**src/ptmr_pkg.sv**
```systemverilog
// package: constants, offsets and types for the paired timer
package ptmr_pkg;
   // ========================================
   // register offsets (byte addresses)
   localparam logic [7:0] OFF_LOW_CTRL  = 8'h00;
   localparam logic [7:0] OFF_HIGH_CTRL = 8'h04;
   localparam logic [7:0] OFF_LOW_CNT   = 8'h08;
   localparam logic [7:0] OFF_HIGH_CNT  = 8'h0c;
   localparam logic [7:0] OFF_LOW_PER   = 8'h10;
   localparam logic [7:0] OFF_HIGH_PER  = 8'h14;
   localparam logic [7:0] OFF_IRQ_CFG   = 8'h18;
   // ========================================
   // implemented bits of each control register
   localparam logic [15:0] LOW_CTRL_MASK  = 16'ha07a;
   localparam logic [15:0] HIGH_CTRL_MASK = 16'ha072;
   localparam logic [7:0]  IRQ_CFG_MASK   = 8'hff;
   // ========================================
   // reset values
   localparam logic [15:0] CTRL_RESET    = 16'h0000;
   localparam logic [15:0] COUNT_RESET   = 16'h0000;
   localparam logic [15:0] PERIOD_RESET  = 16'hffff;
   localparam logic [7:0]  IRQ_CFG_RESET = 8'h00;
   localparam logic [7:0]  PRESC_RESET   = 8'h00;
   // ========================================
   // prescale terminal counts (divide minus one)
   localparam logic [7:0] PRESC_TC_1   = 8'h00;
   localparam logic [7:0] PRESC_TC_8   = 8'h07;
   localparam logic [7:0] PRESC_TC_64  = 8'h3f;
   localparam logic [7:0] PRESC_TC_256 = 8'hff;
   // ========================================
   // control register layout, bit 15 first
   typedef struct packed {
      logic       run;
      logic       rsv14;
      logic       idleStop;
      logic [5:0] rsv12to7;
      logic       gateEnable;
      logic [1:0] prescaleSelect;
      logic       pairModeSelect;
      logic       rsv2;
      logic       clockSourceSelect;
      logic       rsv0;
   } ptmr_ctrl_t;
   // interrupt enable and priority per half
   typedef struct packed {
      logic [2:0] highPrio;
      logic       highEn;
      logic [2:0] lowPrio;
      logic       lowEn;
   } ptmr_irq_cfg_t;
endpackage

```
**src/ptmr_paired_timer.sv**
```systemverilog
// paired 16/32-bit timer with classic wishbone register slave

// ========================================
// per-timer count clock: pin sync, gating and prescale
module ptmr_tick_gen (
   input  wire logic       clk,
   input  wire logic       srst,
   input  wire logic       enable,
   input  wire logic       extClkPin,
   input  wire logic       gatePin,
   input  wire logic       clkSrcSel,
   input  wire logic       gateEn,
   input  wire logic [1:0] prescSel,
   output logic            tick
);
   logic [7:0] prescCnt_reg, prescCnt_next, tc;
   logic       ckS0_reg, ckS1_reg, ckPrev_reg;
   logic       gtS0_reg, gtS1_reg;
   logic       tick_next, raw;

   always_comb begin
      case (prescSel)
         2'b00:   tc = ptmr_pkg::PRESC_TC_1;
         2'b01:   tc = ptmr_pkg::PRESC_TC_8;
         2'b10:   tc = ptmr_pkg::PRESC_TC_64;
         default: tc = ptmr_pkg::PRESC_TC_256;
      endcase
      // pin rising edge, or every clk while the gate pin allows it
      if (clkSrcSel) begin
         raw = ckS1_reg & ~ckPrev_reg;
      end else begin
         raw = gateEn ? gtS1_reg : 1'b1;
      end
      prescCnt_next = prescCnt_reg;
      tick_next = 1'b0;
      // stopped timer restarts its prescaler from zero
      if (!enable) begin
         prescCnt_next = ptmr_pkg::PRESC_RESET;
      end else if (raw) begin
         if (prescCnt_reg == tc) begin
            prescCnt_next = ptmr_pkg::PRESC_RESET;
            tick_next = 1'b1;
         end else begin
            prescCnt_next = prescCnt_reg + 8'h01;
         end
      end
   end

   always_ff @(posedge clk) begin
      if (srst) begin
         prescCnt_reg <= ptmr_pkg::PRESC_RESET;
         tick         <= 1'b0;
         ckS0_reg     <= 1'b0;
         ckS1_reg     <= 1'b0;
         ckPrev_reg   <= 1'b0;
         gtS0_reg     <= 1'b0;
         gtS1_reg     <= 1'b0;
      end else begin
         prescCnt_reg <= prescCnt_next;
         tick         <= tick_next;
         ckS0_reg     <= extClkPin;
         ckS1_reg     <= ckS0_reg;
         ckPrev_reg   <= ckS1_reg;
         gtS0_reg     <= gatePin;
         gtS1_reg     <= gtS0_reg;
      end
   end
endmodule // ptmr_tick_gen

// ========================================
// top: register slave, counters, match logic
module ptmr_paired_timer (
   input  wire logic        clk,
   input  wire logic        srst,
   input  wire logic        wbCyc,
   input  wire logic        wbStb,
   input  wire logic        wbWe,
   input  wire logic [7:0]  wbAdr,
   input  wire logic [3:0]  wbSel,
   input  wire logic [31:0] wbDatIn,
   output logic [31:0]      wbDatOut,
   output logic             wbAck,
   input  wire logic        idleMode,
   input  wire logic        lowExtClkPin,
   input  wire logic        highExtClkPin,
   input  wire logic        lowGatePin,
   input  wire logic        highGatePin,
   output logic [15:0]      lowCount,
   output logic [15:0]      highCount,
   output logic             lowIrqPulse,
   output logic             highIrqPulse,
   output logic [2:0]       lowIrqPrio,
   output logic [2:0]       highIrqPrio,
   output logic             adcTrigger
);
   ptmr_pkg::ptmr_ctrl_t    lowCtrl_reg, lowCtrl_next;
   ptmr_pkg::ptmr_ctrl_t    highCtrl_reg, highCtrl_next;
   ptmr_pkg::ptmr_irq_cfg_t irqCfg_reg, irqCfg_next;
   logic [15:0] lowPer_reg, lowPer_next, highPer_reg, highPer_next;
   logic [15:0] lowCnt_next, highCnt_next;
   logic [31:0] rdData, pairCnt, pairPer;
   logic        ack_next, lowIrq_next, highIrq_next, adc_next;
   logic        req, wr, pairOn, lowEn, highEn, lowTick, highTick;
   logic        wrLowCnt, wrHighCnt;
   function automatic logic [15:0] laneMerge(input logic [15:0] old,
                                             input logic [31:0] d,
                                             input logic [3:0] sel);
      laneMerge = {sel[1] ? d[15:8] : old[15:8], sel[0] ? d[7:0] : old[7:0]};
   endfunction
   // ========================================
   // run control and idle handling
   // pair mode bit
   assign pairOn = lowCtrl_reg.pairModeSelect;
   // low run bit starts pair or low alone
   // pair halts in idle unless both stop bits clear
   assign lowEn  = lowCtrl_reg.run & ~(idleMode & (lowCtrl_reg.idleStop |
                   (pairOn & highCtrl_reg.idleStop)));
   assign highEn = ~pairOn & highCtrl_reg.run &
                   ~(idleMode & highCtrl_reg.idleStop);

   // pair clocked and gated by low inputs
   ptmr_tick_gen lowGen (
      .clk(clk), .srst(srst), .enable(lowEn), .tick(lowTick),
      .extClkPin(lowExtClkPin), .gatePin(lowGatePin),
      .clkSrcSel(lowCtrl_reg.clockSourceSelect),
      .gateEn(lowCtrl_reg.gateEnable),
      .prescSel(lowCtrl_reg.prescaleSelect));
   ptmr_tick_gen highGen (
      .clk(clk), .srst(srst), .enable(highEn), .tick(highTick),
      .extClkPin(highExtClkPin), .gatePin(highGatePin),
      .clkSrcSel(highCtrl_reg.clockSourceSelect),
      .gateEn(highCtrl_reg.gateEnable),
      .prescSel(highCtrl_reg.prescaleSelect));

   // ========================================
   // wishbone slave, one wait state
   assign req       = wbCyc & wbStb & ~wbAck;
   assign wr        = req & wbWe;
   assign wrLowCnt  = wr & (wbAdr == ptmr_pkg::OFF_LOW_CNT);
   assign wrHighCnt = wr & (wbAdr == ptmr_pkg::OFF_HIGH_CNT);
   assign pairCnt   = {highCount, lowCount};
   // pair period from both period words
   assign pairPer   = {highPer_reg, lowPer_reg};

   always_comb begin
      ack_next      = req;
      lowCtrl_next  = lowCtrl_reg;
      highCtrl_next = highCtrl_reg;
      irqCfg_next   = irqCfg_reg;
      lowPer_next   = lowPer_reg;
      highPer_next  = highPer_reg;
      rdData        = 32'h0000_0000;
      case (wbAdr)
         ptmr_pkg::OFF_LOW_CTRL:  rdData[15:0] = lowCtrl_reg;
         ptmr_pkg::OFF_HIGH_CTRL: rdData[15:0] = highCtrl_reg;
         ptmr_pkg::OFF_LOW_CNT:   rdData[15:0] = lowCount;
         ptmr_pkg::OFF_HIGH_CNT:  rdData[15:0] = highCount;
         ptmr_pkg::OFF_LOW_PER:   rdData[15:0] = lowPer_reg;
         ptmr_pkg::OFF_HIGH_PER:  rdData[15:0] = highPer_reg;
         ptmr_pkg::OFF_IRQ_CFG:   rdData[7:0]  = irqCfg_reg;
         default:                 rdData       = 32'h0000_0000;
      endcase
      if (wr) begin
         case (wbAdr)
            ptmr_pkg::OFF_LOW_CTRL: lowCtrl_next =
               laneMerge(lowCtrl_reg, wbDatIn, wbSel) &
               ptmr_pkg::LOW_CTRL_MASK;
            ptmr_pkg::OFF_HIGH_CTRL: highCtrl_next =
               laneMerge(highCtrl_reg, wbDatIn, wbSel) &
               ptmr_pkg::HIGH_CTRL_MASK;
            ptmr_pkg::OFF_LOW_PER:
               lowPer_next = laneMerge(lowPer_reg, wbDatIn, wbSel);
            ptmr_pkg::OFF_HIGH_PER:
               highPer_next = laneMerge(highPer_reg, wbDatIn, wbSel);
            ptmr_pkg::OFF_IRQ_CFG: begin
               if (wbSel[0]) begin
                  irqCfg_next = wbDatIn[7:0] & ptmr_pkg::IRQ_CFG_MASK;
               end
            end
            default: ;
         endcase
      end
   end

   // ========================================
   // counters and period match
   always_comb begin
      lowCnt_next  = lowCount;
      highCnt_next = highCount;
      lowIrq_next  = 1'b0;
      highIrq_next = 1'b0;
      adc_next     = 1'b0;
      if (pairOn) begin
         if (lowTick) begin
            if (pairCnt == pairPer) begin
               {highCnt_next, lowCnt_next} = 32'h0000_0000;
               highIrq_next = irqCfg_reg.highEn;
               adc_next = 1'b1;
            end else begin
               {highCnt_next, lowCnt_next} = pairCnt + 32'h0000_0001;
            end
         end
      end else begin
         if (lowTick) begin
            if (lowCount == lowPer_reg) begin
               lowCnt_next = ptmr_pkg::COUNT_RESET;
               lowIrq_next = irqCfg_reg.lowEn;
            end else begin
               lowCnt_next = lowCount + 16'h0001;
            end
         end
         if (highTick) begin
            if (highCount == highPer_reg) begin
               highCnt_next = ptmr_pkg::COUNT_RESET;
               highIrq_next = irqCfg_reg.highEn;
            end else begin
               highCnt_next = highCount + 16'h0001;
            end
         end
      end
      // software load wins over a count in the same cycle
      if (wrLowCnt) begin
         lowCnt_next = laneMerge(lowCount, wbDatIn, wbSel);
      end
      if (wrHighCnt) begin
         highCnt_next = laneMerge(highCount, wbDatIn, wbSel);
      end
   end

   always_ff @(posedge clk) begin
      if (srst) begin
         lowCtrl_reg  <= ptmr_pkg::CTRL_RESET;
         highCtrl_reg <= ptmr_pkg::CTRL_RESET;
         irqCfg_reg   <= ptmr_pkg::IRQ_CFG_RESET;
         lowPer_reg   <= ptmr_pkg::PERIOD_RESET;
         highPer_reg  <= ptmr_pkg::PERIOD_RESET;
         lowCount     <= ptmr_pkg::COUNT_RESET;
         highCount    <= ptmr_pkg::COUNT_RESET;
         wbAck        <= 1'b0;
         wbDatOut     <= 32'h0000_0000;
         lowIrqPulse  <= 1'b0;
         highIrqPulse <= 1'b0;
         adcTrigger   <= 1'b0;
      end else begin
         lowCtrl_reg  <= lowCtrl_next;
         highCtrl_reg <= highCtrl_next;
         irqCfg_reg   <= irqCfg_next;
         lowPer_reg   <= lowPer_next;
         highPer_reg  <= highPer_next;
         // both counts exported as time bases
         lowCount     <= lowCnt_next;
         highCount    <= highCnt_next;
         wbAck        <= ack_next;
         wbDatOut     <= req ? rdData : 32'h0000_0000;
         lowIrqPulse  <= lowIrq_next;
         highIrqPulse <= highIrq_next;
         adcTrigger   <= adc_next;
      end
   end

   assign lowIrqPrio  = irqCfg_reg.lowPrio;
   assign highIrqPrio = irqCfg_reg.highPrio;
endmodule // ptmr_paired_timer

```
**config.mk**
```make
export PLATFORM = sky130hd
export DESIGN_NAME = ptmr_paired_timer
export DESIGN_NICKNAME = d
export VERILOG_FILES = /design/src/ptmr_pkg.sv /design/src/ptmr_paired_timer.sv
export SDC_FILE = /design/constraint.sdc
export NUM_CORES = 1
export LEC_CHECK = 0
export ABC_AREA = 1
export BUFFER_PORTS_ARGS = -buffer_cell sky130_fd_sc_hd__buf_2
export CAP_MARGIN = 40
export CELL_PAD_IN_SITES_DETAIL_PLACEMENT = 0
export CELL_PAD_IN_SITES_GLOBAL_PLACEMENT = 2
export CORE_MARGIN = 2
export CORE_UTILIZATION = 28
export DETAILED_ROUTE_END_ITERATION = 6
export PLACE_DENSITY_LB_ADDON = 0.1
export SLEW_MARGIN = 25
export SYNTH_ARGS = -nofsm -noshare
export SYNTH_HDL_FRONTEND = slang
export SYNTH_SLANG_ARGS = --single-unit
```
**constraint.sdc**
```tcl
create_clock -name clk -period 1.5 [get_ports clk]
set_input_delay 0.3 -clock clk [delete_from_list [all_inputs] [get_ports clk]]
set_output_delay 0.3 -clock clk [all_outputs]
set_load 0.1 [all_outputs]
```
==> qor.csv, run 1 <==
stage,metric,value,unit
grt,grt_antenna_before_repair,0,
clock_network,clk_slew_on_worst_s_h_paths,0.06,ns
floorplan,site_rows,62,
layout,final_layout_size_suffix_gt1_share,37.3,%
sta,timing.final.max_slew_violations,0,
yosys,synthArstFlopShare,0,%
yosys,ys_ff_latch,133,
sta,worst_clock_skew,0.0125,ns
yosys,synth_flop_cell,sky130_fd_sc_hd__dfxtp_1,
floorplan,placeableCoreArea,28600,um^2
sta,min_period,1.68,ns
drt,drt_pass1_iterations,6,
floorplan,fp.dieArea,30300,um^2
yosys,synth_cells,1286,
drt,ant_nets,0,
layout,filler_cell_count,2994,
clock_network,clock-sinks,133,
floorplan,floorplan.initialDensity,28.3,%
sta,timing_hold_violations_final,0,
sta,final_critical_path_setup_slack,-0.177,ns
drt,detailedRoute.firstIterationViolations,621,
yosys,synth_area_in_compound_gates,15.7,%
grt,grt_pass1_wl,54300,um
yosys,syn_area_per_cell,6.31,um^2
clock_network,cts.path.max_buffers,2,
drt,vias,9466,
power,cellLeakagePower,5.79,nW
drt,drt-wirelength-per-cell,17.8,um
status,violations_in_the_final_reports,setup timing,
yosys,post_synth_instance_area,8110,um^2
grt,first_global_vias,9075,
setup_path,timing_worst_setup_path_type,flop to flop,
drt,vias_per_cell,4.69,
layout,antenna_cells,0,
floorplan,die_y,174,um
yosys,post_synth_and_or_nand_nor_area_fraction,36.5,%
drt,routed_wirelength,35900,um
power,p_total,8.57,mW
power,pwr_density_cell,662,nW/um^2
clock_network,tritoncts_clock_tree,yes,
place,pre_cts_ws,-0.388,ns
drt,drc,0,
sta,worst_hold_slack,0.0653,ns
sta,final-setup-viol-count,36,
setup_path,r2r_slack,-0.18,ns
setup_path,worstPathArrival,2.01,ns
status,status,finished with violations,
setup_path,critical_path_peak_fanout,8,
layout,area_delta_synth_final,59.5,%
layout,final_cell_count_no_fill,2020,
grt,grt_overflow_total,0,
sta,highest_clock_frequency_the_design_can_meet,596,MHz
yosys,yosys.area_share.xor_xnor,2.38,%
sta,grt_setup_unrepaired,true,
hold_path,hp-class,input pin to flop,
yosys,synth-edff-count,0,
yosys,synth-seq-area-share,32.8,%
place,gp_congestion,0.870,
layout,final_nets,1681,
power,peakVddDrop,0.724,mV
yosys,synthMuxAreaShare,0.123,%
floorplan,die_width,174,um
yosys,main_combinational_cell_family_by_area_after_synthesis,simple AND/OR/NAND/NOR gates,
grt,pin_count_of_the_biggest_net_entering_global_routing,55,
sta,share_of_the_clock_period_used_by_the_worst_path,112,%
grt,globalRouteTotalUtil,23.7,%
run,max_cap_violations,0,
layout,multi_input_logic_area,5080,um^2
clock_network,number_of_h_tree_levels,4,
setup_path,critical_path.startpoint_type,flop,
layout,sequential_cell_area,2800,um^2
place,numPortBuffers,93,
clock_network,cts-hold-fix-buffers,0,
yosys,synth_warnings,0,
clock_network,cts_root_buf,sky130_fd_sc_hd__clkbuf_16,
place,place_hpwl,28100,um
clock_network,clk_latency,0.43,ns
clock_network,numCtsBuffers,17,
yosys,post_synth_num_cell_types,46,
place,dpl.cell_count,1969,
yosys,yosys.area_share.adder,0.617,%
floorplan,pin_count,128,
setup_path,critPathCaptureType,flop,
setup_path,worst_ep_required_time,1.83,ns
==> layout by cell type (no fill, tap or decap), drive strengths merged <==
cell / n
nor3: 12
inv: 154
a31oi: 1
xnor2: 4
clkbuf: 29
dfxtp: 133
o221ai: 2
nand2: 319
o21bai: 2
nand3b: 1
nor2: 243
xor2: 18
o21a: 1
ha: 4
o22ai: 28
mux2i: 1
or2: 2
bufinv: 1
o2111ai: 2
a21oi: 61
o31ai: 3
o211ai: 32
a211oi: 3
and2: 1
clkinv: 7
nor4: 3
buf: 357
o21ai: 84
nor3b: 1
nand3: 97
conb: 16
a221oi: 1
nand4: 12
o211a: 1
==> final timing paths <==
path,from,to,cells past startpoint
max,lowCount[8],highCount[10],12
min,lowExtClkPin,lowGen.ckS0_reg,3
max reg2reg,lowCount[8],highCount[10],12
min reg2reg,highGen.ckS0_reg,highGen.ckS1_reg,2
==> cell families (layout without fill, tap and decap cells) <==
family / after synthesis / after routing
compound gates: 221 / 221
xor+xnor: 22 / 22
fa+ha+maj: 4 / 4
buf+inv: 213 / 548
flops: 133 / 133
mux: 1 / 1
other cells: 1 / 16
simple gates: 691 / 691
==> critical path, cell delays in order (launching register included) <==
cell and delay (ns):
sky130_fd_sc_hd__dfxtp_4 0.38, sky130_fd_sc_hd__inv_2 0.04, sky130_fd_sc_hd__nand2_1 0.09, sky130_fd_sc_hd__nand2_1 0.07
sky130_fd_sc_hd__a21oi_2 0.14, sky130_fd_sc_hd__nand2_1 0.08, sky130_fd_sc_hd__nor2_2 0.14, sky130_fd_sc_hd__nand2_2 0.14
sky130_fd_sc_hd__nor2_8 0.14, sky130_fd_sc_hd__buf_12 0.15, sky130_fd_sc_hd__nor2_2 0.04, sky130_fd_sc_hd__nor2_1 0.10
sky130_fd_sc_hd__nor2_1 0.05
==> per-stage QoR <==
| stage | setup TNS (ns) | cell area (um^2) | util [%] |
|---|---|---|---|
| global placement | -17.83 | 11500 | 40.3 |
| floorplan | -8.10 | 8450 | - |
| detailed placement | -18.83 | 11500 | 40.3 |
| finish | -4.57 | 12900 | 45.2 |
| CTS | -4.33 | 12600 | 43.9 |
| global route | -7.75 | 12900 | 45.2 |
==> cell usage after synthesis (3+ instances only) <==
library cell	n	share of area [%]
sky130_fd_sc_hd__a211oi_1	3	0.28
sky130_fd_sc_hd__a21oi_1	60	3.7
sky130_fd_sc_hd__buf_2	13	0.80
sky130_fd_sc_hd__buf_4	29	2.7
sky130_fd_sc_hd__buf_6	4	0.56
sky130_fd_sc_hd__clkbuf_1	12	0.56
sky130_fd_sc_hd__dfxtp_1	133	33
sky130_fd_sc_hd__ha_1	4	0.62
sky130_fd_sc_hd__inv_1	131	6.1
sky130_fd_sc_hd__inv_2	23	1.1
sky130_fd_sc_hd__nand2_1	307	14
sky130_fd_sc_hd__nand2_2	10	0.77
sky130_fd_sc_hd__nand3_1	94	5.8
sky130_fd_sc_hd__nand3_2	3	0.37
sky130_fd_sc_hd__nand4_1	12	0.93
sky130_fd_sc_hd__nor2_1	219	10
sky130_fd_sc_hd__nor2_2	16	1.2
sky130_fd_sc_hd__nor2_4	7	0.97
sky130_fd_sc_hd__nor3_1	11	0.68
sky130_fd_sc_hd__o211ai_1	32	3.0
sky130_fd_sc_hd__o21ai_0	72	4.4
sky130_fd_sc_hd__o21ai_1	12	0.74
sky130_fd_sc_hd__o22ai_1	28	2.2
sky130_fd_sc_hd__o31ai_1	3	0.28
sky130_fd_sc_hd__xnor2_1	4	0.43
sky130_fd_sc_hd__xor2_1	18	1.9
==> what timing repair did <==
| action | CTS | global route |
|---|---|---|
| cloned | 0 | 1 |
| resized for setup | 80 | 95 |
| setup buffers | 8 | 12 |
| setup endpoints to repair | 56 | 74 |
| pin swaps | 22 | 29 |
| endpoints found under the hold margin | 0 | 0 |
==> report_power, final <==
group	internal (mW)	switching (mW)	total [mW]	leakage (nW)
clock	2.79	1.81	4.59	0.314
sequential	3.49	0.00540	3.49	1.10
combinational	0.0949	0.391	0.486	4.38
total	6.37	2.20	8.57	5.79
==> cell type report <==
class	count	area share (%)
Multi-Input combinational cell	955	39.3
Inverter	155	4.63
Sequential cell	133	21.6
Timing Repair Buffer	361	25.8
Tap cell	384	3.71
Clock inverter	7	0.609
Clock buffer	25	4.33
==> layer usage <==
| metal | track usage [%] | wire, um |
|---|---|---|
| met5 | 0 | 0 |
| met1 | 34.5 | 17800 |
| met3 | 3.24 | 1600 |
| met4 | 4.76 | 443 |
| met2 | 37.2 | 16000 |
No activity file was read; power rests on OpenSTA's default activity.
==> run 2, diff against run 1 <==
--- a/config.mk
+++ b/config.mk
@@ -11,7 +11,7 @@
 export CELL_PAD_IN_SITES_DETAIL_PLACEMENT = 0
 export CELL_PAD_IN_SITES_GLOBAL_PLACEMENT = 2
 export CORE_MARGIN = 2
-export CORE_UTILIZATION = 28
+export CORE_UTILIZATION = 33
 export DETAILED_ROUTE_END_ITERATION = 6
 export PLACE_DENSITY_LB_ADDON = 0.1
 export SLEW_MARGIN = 25
==> constraint.sdc (replaced) <==
create_clock -name clk -period 2 [get_ports clk]
set_input_delay 0.4 -clock clk [delete_from_list [all_inputs] [get_ports clk]]
set_output_delay 0.4 -clock clk [all_outputs]
set_load 0.1 [all_outputs]
==> run 2 against run 1 <==
  * The run now ends clean
  * Power fell by 26%
  * Clock skew rose by 0.0028 ns
  * Die area fell by 15%
  * Fmax fell by 14%
  * Sequential cell count did not move
  * Utilization fell by 2.9 points
  * Count of clock-buffer cells in the layout fell by 6
  * Critical endpoint is now highCount[15]
  * Largest power group unchanged
  * Highest routed layer unchanged
==> qor.csv, run 2 (same netlist as run 1, synthesis figures left out) <==
stage,metric,value,unit,change
status,status,"finished, final reports clean",,
setup_path,worst_ep_required_time,2.32,ns,+0.49 ns
place,numPortBuffers,93,,unchanged
hold_path,hp-class,input pin to flop,,
run,max_cap_violations,0,,unchanged
sta,highest_clock_frequency_the_design_can_meet,514,MHz,-14%
floorplan,fp.dieArea,25800,um^2,-15%
grt,gr-usage-met2,38.6,%,+1.5 points
power,pwr_density_cell,616,nW/um^2,-7.0%
floorplan,floorplan.initialDensity,33.4,%,+5.1 points
sta,min_period,1.94,ns,+0.267 ns
sta,timing_hold_violations_final,0,,unchanged
sta,final_tns_setup,0,ns,+4.57 ns
clock_network,number_of_h_tree_levels,4,,unchanged
setup_path,timing_worst_setup_path_type,flop to flop,,
floorplan,die_y,161,um,-7.7%
floorplan,site_rows,57,,-8.1%
grt,met1_usage,36.8,%,+2.3 points
layout,layout_commonest_cell,sky130_fd_sc_hd__nand2_1,,
drt,drt_pass1_iterations,6,,unchanged
sta,worst_clock_skew,0.0152,ns,+0.00277 ns
sta,final-setup-viol-count,0,,-100%
power,peakVddDrop,0.388,mV,-47%
clock_network,tritoncts_clock_tree,yes,,
drt,drc,0,,unchanged
grt,globalRouteTotalUtil,25.1,%,+1.5 points
setup_path,r2r_slack,0.06,ns,+0.23 ns
setup_path,worstReg2RegEnd,highCount[15],,
grt,layer_carrying_the_most_global_route_usage,met2,,
layout,antenna_cells,0,,unchanged
place,place_hpwl,25300,um,-10%
power,cellLeakagePower,4.67,nW,-19%
setup_path,worstPathArrival,2.26,ns,+0.25 ns
place,gp_congestion,0.843,,-3.1%
sta,share_of_the_clock_period_used_by_the_worst_path,97.2,%,-15 points
clock_network,clock-sinks,133,,unchanged
setup_path,worst_setup_path_startpoint,lowCount[14],,
layout,area_delta_synth_final,26.4,%,
drt,ant_nets,0,,unchanged
setup_path,crit_path_end,highCount[15],,
setup_path,critPathCaptureType,flop,,
sta,timing.final.max_slew_violations,0,,unchanged
drt,drt-wirelength-per-cell,17.9,um,+0.91%
clock_network,cts.path.max_buffers,2,,unchanged
grt,grt_overflow_total,0,,unchanged
clock_network,numCtsBuffers,17,,unchanged
setup_path,critical_path.reg2reg.startpoint,lowCount[14],,
drt,detailedRoute.firstIterationViolations,649,,+4.5%
grt,first_global_vias,8345,,-8.0%
floorplan,placeableCoreArea,24200,um^2,-15%
grt,grt_pass1_wl,49200,um,-9.4%
clock_network,cts_root_buf,sky130_fd_sc_hd__clkbuf_16,,
hold_path,worstHoldStart,highGatePin,,
clock_network,clk_slew_on_worst_s_h_paths,0.07,ns,about the same
floorplan,die_width,161,um,-7.7%
power,p_total,6.31,mW,-26%
grt,grtUsageMet3,4.24,%,+1.0 points
sta,grt_setup_unrepaired,false,,
clock_network,cts-hold-fix-buffers,0,,unchanged
layout,post-route-cell-area,10200,um^2,-21%
clock_network,clk_latency,0.44,ns,about the same
grt,grt_antenna_before_repair,0,,unchanged
layout,layout.core_utilization,42.3,%,-2.9 points
place,placed_cell_area,9620,um^2,-17%
grt,pin_count_of_the_biggest_net_entering_global_routing,64,,+16%
place,pre_cts_ws,-0.0118,ns,+0.377 ns
layout,final_layout_size_suffix_gt1_share,22.3,%,-15 points
floorplan,pin_count,128,,unchanged
layout,most-common-layout-cells,"307 x sky130_fd_sc_hd__nand2_1, 219 x sky130_fd_sc_hd__nor2_1, 130 x sky130_fd_sc_hd__inv_1, 100 x sky130_fd_sc_hd__dfxtp_1, 94 x sky130_fd_sc_hd__nand3_1",,
layout,filler_cell_count,2670,,-11%
setup_path,r2r.worst_path.cells,10,,-2
sta,final_critical_path_setup_slack,0.0563,ns,+0.233 ns
drt,vias_per_cell,4.96,,+5.9%
layout,final_nets,1514,,-9.9%
setup_path,critical_path_peak_fanout,5,,-3
drt,vias,8895,,-6.0%
drt,routed_wirelength,32200,um,-10%
setup_path,critical_path.startpoint_type,flop,,
run 2: cell count changes in the layout (fill, tap and decap cells not counted), moves of 21 or more:
cell | before | now
sky130_fd_sc_hd__buf_12 | 53 | 13
sky130_fd_sc_hd__buf_2 | 45 | 93
sky130_fd_sc_hd__buf_4 | 243 | 88
sky130_fd_sc_hd__dfxtp_4 | 33 | 3
sky130_fd_sc_hd__nand2_1 | 276 | 307
sky130_fd_sc_hd__nand2_2 | 35 | 10
sky130_fd_sc_hd__nand3_1 | 71 | 94
sky130_fd_sc_hd__nand3_2 | 24 | 3
sky130_fd_sc_hd__nor2_1 | 186 | 219
run 2: critical path: stages, from the launching register on:
cell	delay, ns
sky130_fd_sc_hd__dfxtp_2	0.40
sky130_fd_sc_hd__buf_4	0.16
sky130_fd_sc_hd__nand2_1	0.13
sky130_fd_sc_hd__nor2_1	0.26
sky130_fd_sc_hd__nand2_1	0.08
sky130_fd_sc_hd__nor2_1	0.27
sky130_fd_sc_hd__nand3_1	0.12
sky130_fd_sc_hd__nand3_1	0.10
sky130_fd_sc_hd__nor2_1	0.05
sky130_fd_sc_hd__nor2_1	0.21
sky130_fd_sc_hd__nor2_1	0.06
run 2: metrics by stage:
stage	cells	hold WS, ns
floorplan	1301	0.388
global placement	1759	0.391
detailed placement	1759	0.396
CTS	1791	0.146
global route	1793	0.163
finish	1793	0.161
run 2: per-layer routing:
metal | routed length, um | part of all wire (%)
met5 | 0 | 0
met2 | 14000 | 44
met1 | 15600 | 49
met3 | 2040 | 6.3
met4 | 430 | 1.3
run 2: power breakdown:
group / switching (mW) / internal (mW) / total (mW) / leakage, nW
Sequential: 0.00388 / 2.65 / 2.66 / 1.09
Combinational: 0.279 / 0.0565 / 0.336 / 3.28
Clock: 1.43 / 1.89 / 3.32 / 0.303
run 2: final cells by class:
class | instances | area (um^2) | share of cell area (%)
multi-input cells | 955 | 4550 | 44.4
flip-flops and latches | 133 | 2710 | 26.5
repair buffers | 194 | 1390 | 13.5
inverters | 155 | 582 | 5.68
clock buffers | 19 | 464 | 4.53
well taps | 324 | 405 | 3.96
clock inverters | 13 | 151 | 1.48
run 2: repair_timing:
action | in CTS | in global routing
buffers inserted | 0 | 2
hold endpoints to repair | 0 | 0
gates resized for setup | 0 | 1
setup endpoints to repair | 0 | 1
run 2: worst min-delay path by stage:
| stage | cells after the start | end | slack (ns) |
|---|---|---|---|
| after floorplan | 2 | highGen.ckS1_reg | 0.39 |
| after global placement | 2 | lowGen.gtS1_reg | 0.39 |
| after detailed placement | 2 | highGen.ckS1_reg | 0.40 |
| after CTS | 3 | highGen.gtS0_reg | 0.15 |
| after global routing | 3 | highGen.ckS0_reg | 0.16 |
| final | 3 | highGen.gtS0_reg | 0.16 |
==> run 3, diff against run 2 <==
--- a/config.mk
+++ b/config.mk
@@ -17,4 +17,5 @@
 export SLEW_MARGIN = 25
 export SYNTH_ARGS = -nofsm -noshare
 export SYNTH_HDL_FRONTEND = slang
+export SYNTH_HIERARCHICAL = 1
 export SYNTH_SLANG_ARGS = --single-unit
==> run 3 against run 2 <==
  * Count of clock-buffer cells in the layout shrank 2
  * Sequential share of layout area down 0.38 points
  * Largest power group unchanged
  * Synthesized cell count up 6.5%
  * Power decreased by 1.7%
==> qor.csv, run 3 <==
stage,metric,value,unit,change
floorplan,site_rows,58,,+1.8%
yosys,synth-seq-area-share,31.5,%,-1.3 points
grt,first_global_vias,8247,,-1.2%
run,max_cap_violations,0,,unchanged
place,dpl.cell_count,1842,,+4.7%
layout,layout.core_utilization,41.8,%,-0.43 points
yosys,synth_cells,1370,,+6.5%
sta,tightest_slew,0.540,ns,
sta,share_of_the_clock_period_used_by_the_worst_path,92.9,%,-4.3 points
clock_network,tritoncts_clock_tree,yes,,
sta,timing_hold_violations_final,0,,unchanged
drt,drt_pass1_iterations,5,,-1
grt,globalRouteTotalUtil,24.5,%,-0.59 points
floorplan,die_width,164,um,+2.0%
clock_network,clock-sinks,133,,unchanged
sta,min_period,1.86,ns,-0.0852 ns
layout,final_nets,1592,,+5.2%
power,p_total,6.21,mW,-1.7%
layout,antenna_cells,0,,unchanged
yosys,syn_area_per_cell,6.17,um^2,-2.2%
status,status,"finished, final reports clean",,
setup_path,crit_path_frequent_cell,sky130_fd_sc_hd__nand2_1,,
layout,final_layout_size_suffix_gt1_share,20.5,%,-1.8 points
yosys,main_combinational_cell_family_by_area_after_synthesis,simple AND/OR/NAND/NOR gates,,
sta,final-setup-viol-count,0,,unchanged
place,gp_congestion,0.871,,+3.4%
floorplan,fp.dieArea,26900,um^2,+4.1%
yosys,synth_top_area_share,31.5,%,-1.3 points
floorplan,floorplan.initialDensity,33.6,%,+0.12 points
layout,most-common-layout-cells,"407 x sky130_fd_sc_hd__nand2_1, 207 x sky130_fd_sc_hd__nor2_1, 162 x sky130_fd_sc_hd__inv_1, 105 x sky130_fd_sc_hd__buf_4, 100 x sky130_fd_sc_hd__dfxtp_1",,
setup_path,critical_path.max_stage_delay,0.44,ns,+0.04 ns
setup_path,timing_worst_setup_path_type,flop to flop,,
layout,final_cell_count_no_fill,1877,,+4.7%
floorplan,placeableCoreArea,25200,um^2,+3.8%
place,numPortBuffers,93,,unchanged
yosys,synth_commonest_cells,"409 x sky130_fd_sc_hd__nand2_1, 214 x sky130_fd_sc_hd__nor2_1, 162 x sky130_fd_sc_hd__inv_1",,
place,place_hpwl,25000,um,-1.3%
floorplan,die_y,164,um,+2.0%
clock_network,numCtsBuffers,17,,unchanged
yosys,synthMuxAreaShare,0,%,-0.12 points
drt,vias,8922,,+0.30%
grt,pin_count_of_the_biggest_net_entering_global_routing,64,,unchanged
drt,routed_wirelength,32100,um,about the same
yosys,yosys.area_share.adder,0.592,%,-0.025 points
setup_path,worst-path-buf-inv,1,,unchanged
sta,worst_clock_skew,0.0133,ns,-0.00196 ns
setup_path,worst_ep_required_time,2.29,ns,-0.03 ns
sta,max-slew-margin-rel,64.0,%,
power,cellLeakagePower,5.05,nW,+8.1%
clock_network,clk_latency,0.44,ns,about the same
power,peakVddDrop,0.534,mV,+38%
clock_network,clk_slew_on_worst_s_h_paths,0.08,ns,about the same
yosys,ys_ff_latch,133,,unchanged
yosys,synth_warnings,6,,+6
layout,area_delta_synth_final,24.6,%,
yosys,synth_area_in_compound_gates,13.4,%,-2.3 points
drt,drc,0,,unchanged
grt,grt_antenna_before_repair,0,,unchanged
clock_network,cts_root_buf,sky130_fd_sc_hd__clkbuf_16,,
yosys,post_synth_instance_area,8450,um^2,+4.2%
grt,grt_overflow_total,0,,unchanged
yosys,synth_most_common_cell,sky130_fd_sc_hd__nand2_1,,
drt,vias_per_cell,4.75,,-4.2%
hold_path,hp-class,input pin to flop,,
yosys,synth-edff-count,0,,unchanged
setup_path,critical_path.startpoint_type,flop,,
sta,timing.final.max_slew_violations,0,,unchanged
setup_path,crit_path_cell_trace,xnor2_1 -> nand2_1 -> nor2_1 -> nand2_1 -> nor2_2 -> nand2_1 -> buf_4 -> nand2_1 -> nand3_1 -> nand2_1 -> a21oi_1,,
drt,ant_nets,0,,unchanged
setup_path,critical_path_peak_fanout,16,,+11
yosys,yosys.area.top_type,sky130_fd_sc_hd__dfxtp_1,,
yosys,yosys.area_share.xor_xnor,5.08,%,+2.7 points
clock_network,cts-hold-fix-buffers,0,,unchanged
yosys,post_synth_num_cell_types,44,,-4.3%
floorplan,pin_count,128,,unchanged
yosys,post_synth_main_area_contributors,"sky130_fd_sc_hd__dfxtp_1 32%, sky130_fd_sc_hd__nand2_1 18%, sky130_fd_sc_hd__nor2_1 9.5%",,
setup_path,worstPathArrival,2.15,ns,-0.11 ns
yosys,post_synth_and_or_nand_nor_area_fraction,37.0,%,+0.42 points
place,placed_cell_area,9860,um^2,+2.5%
drt,drt-wirelength-per-cell,17.1,um,-4.5%
setup_path,critPathCaptureType,flop,,
layout,post-route-cell-area,10500,um^2,+2.8%
clock_network,cts.path.max_buffers,2,,unchanged
yosys,synth_flop_cell,sky130_fd_sc_hd__dfxtp_1,,
layout,filler_cell_count,2765,,+3.6%
drt,detailedRoute.firstIterationViolations,600,,-7.6%
setup_path,critical-path-top-delay-family,simple AND/OR/NAND/NOR gates,,
power,pwr_density_cell,589,nW/um^2,-4.3%
setup_path,slowest_stage,sky130_fd_sc_hd__dfxtp_2,,
yosys,synthArstFlopShare,0,%,unchanged
layout,layout_commonest_cell,sky130_fd_sc_hd__nand2_1,,
grt,grt_pass1_wl,48900,um,-0.70%
sta,grt_setup_unrepaired,false,,
clock_network,number_of_h_tree_levels,4,,unchanged
sta,highest_clock_frequency_the_design_can_meet,538,MHz,+4.6%
-- run 3: cell count changes after synthesis, moves of 16 or more --
| cell | change |
|---|---|
| sky130_fd_sc_hd__inv_1 | +31 |
| sky130_fd_sc_hd__nand3_1 | -25 |
| sky130_fd_sc_hd__nand2_1 | +102 |
| sky130_fd_sc_hd__o22ai_1 | -18 |
| sky130_fd_sc_hd__xor2_1 | +16 |
| sky130_fd_sc_hd__inv_2 | -18 |
-- run 3: kinds of logic (layout without fill, tap and decap cells) --
logic type / Yosys count / after routing
DFF: 133 / 133
AOI/OAI and AO/OA: 187 / 187
other: 1 / 16
adders and majority gates: 4 / 4
xor gates and xnor gates: 49 / 49
and+or+nand+nor: 755 / 755
buffers and inverters: 241 / 403
-- run 3: worst paths after layout --
kind                    from  depth (start not counted)  slack, ns         endpoint
min             lowExtClkPin                          3       0.15  lowGen/ckS0_reg
max reg2reg     lowCount[13]                         11       0.14    highCount[14]
min reg2reg  lowGen/ckS0_reg                          2       0.40  lowGen/ckS1_reg
max             lowCount[13]                         11       0.14    highCount[14]
-- run 3: tightest hold or removal path, stage by stage --
cell	delay [ns]
sky130_fd_sc_hd__buf_2	0.09
sky130_fd_sc_hd__inv_1	0.04
sky130_fd_sc_hd__nor2_1	0.03
-- run 3: layout make-up --
type                       count  area, um^2  share of cell area, %
timing repair buffer         201        1310                   12.4
multi-input combinational   1011        4850                   46.0
sequential                   133        2750                   26.1
clock inverter                15         156                   1.48
tap                          330         413                   3.92
clock buffer                  17         425                   4.04
inverter                     170         639                   6.07
-- run 3: per-layer routing --
layer | global-route usage (%) | vias up | share of wire (%)
li1 | - | 4634 | -
met4 | 8.09 | 0 | 2.6
met3 | 2.88 | 39 | 3.9
met1 | 33.0 | 4031 | 47
met5 | 0 | - | 0
met2 | 40.8 | 218 | 46
-- run 3: what timing repair did --
| item | CTS | global route |
|---|---|---|
| setup buffers | 0 | 3 |
| gates resized for setup | 0 | 21 |
| endpoints found under the setup margin | 0 | 22 |
-- run 3: metrics by stage --
stage	worst slack [ns]	hold WS (ns)	setup TNS, ns
finish	0.142	0.154	0
global route	0.00289	0.153	0
floorplan	0.00162	0.388	0
CTS	0.0691	0.144	0
detailed placement	-0.00687	0.393	-0.00768
global placement	0.0211	0.388	0
-- run 3: where the power goes --
group | internal (mW) | switching [mW] | total, mW
Sequential | 2.63 | 0.00323 | 2.64
Clock | 1.77 | 1.47 | 3.24
Combinational | 0.0524 | 0.278 | 0.331
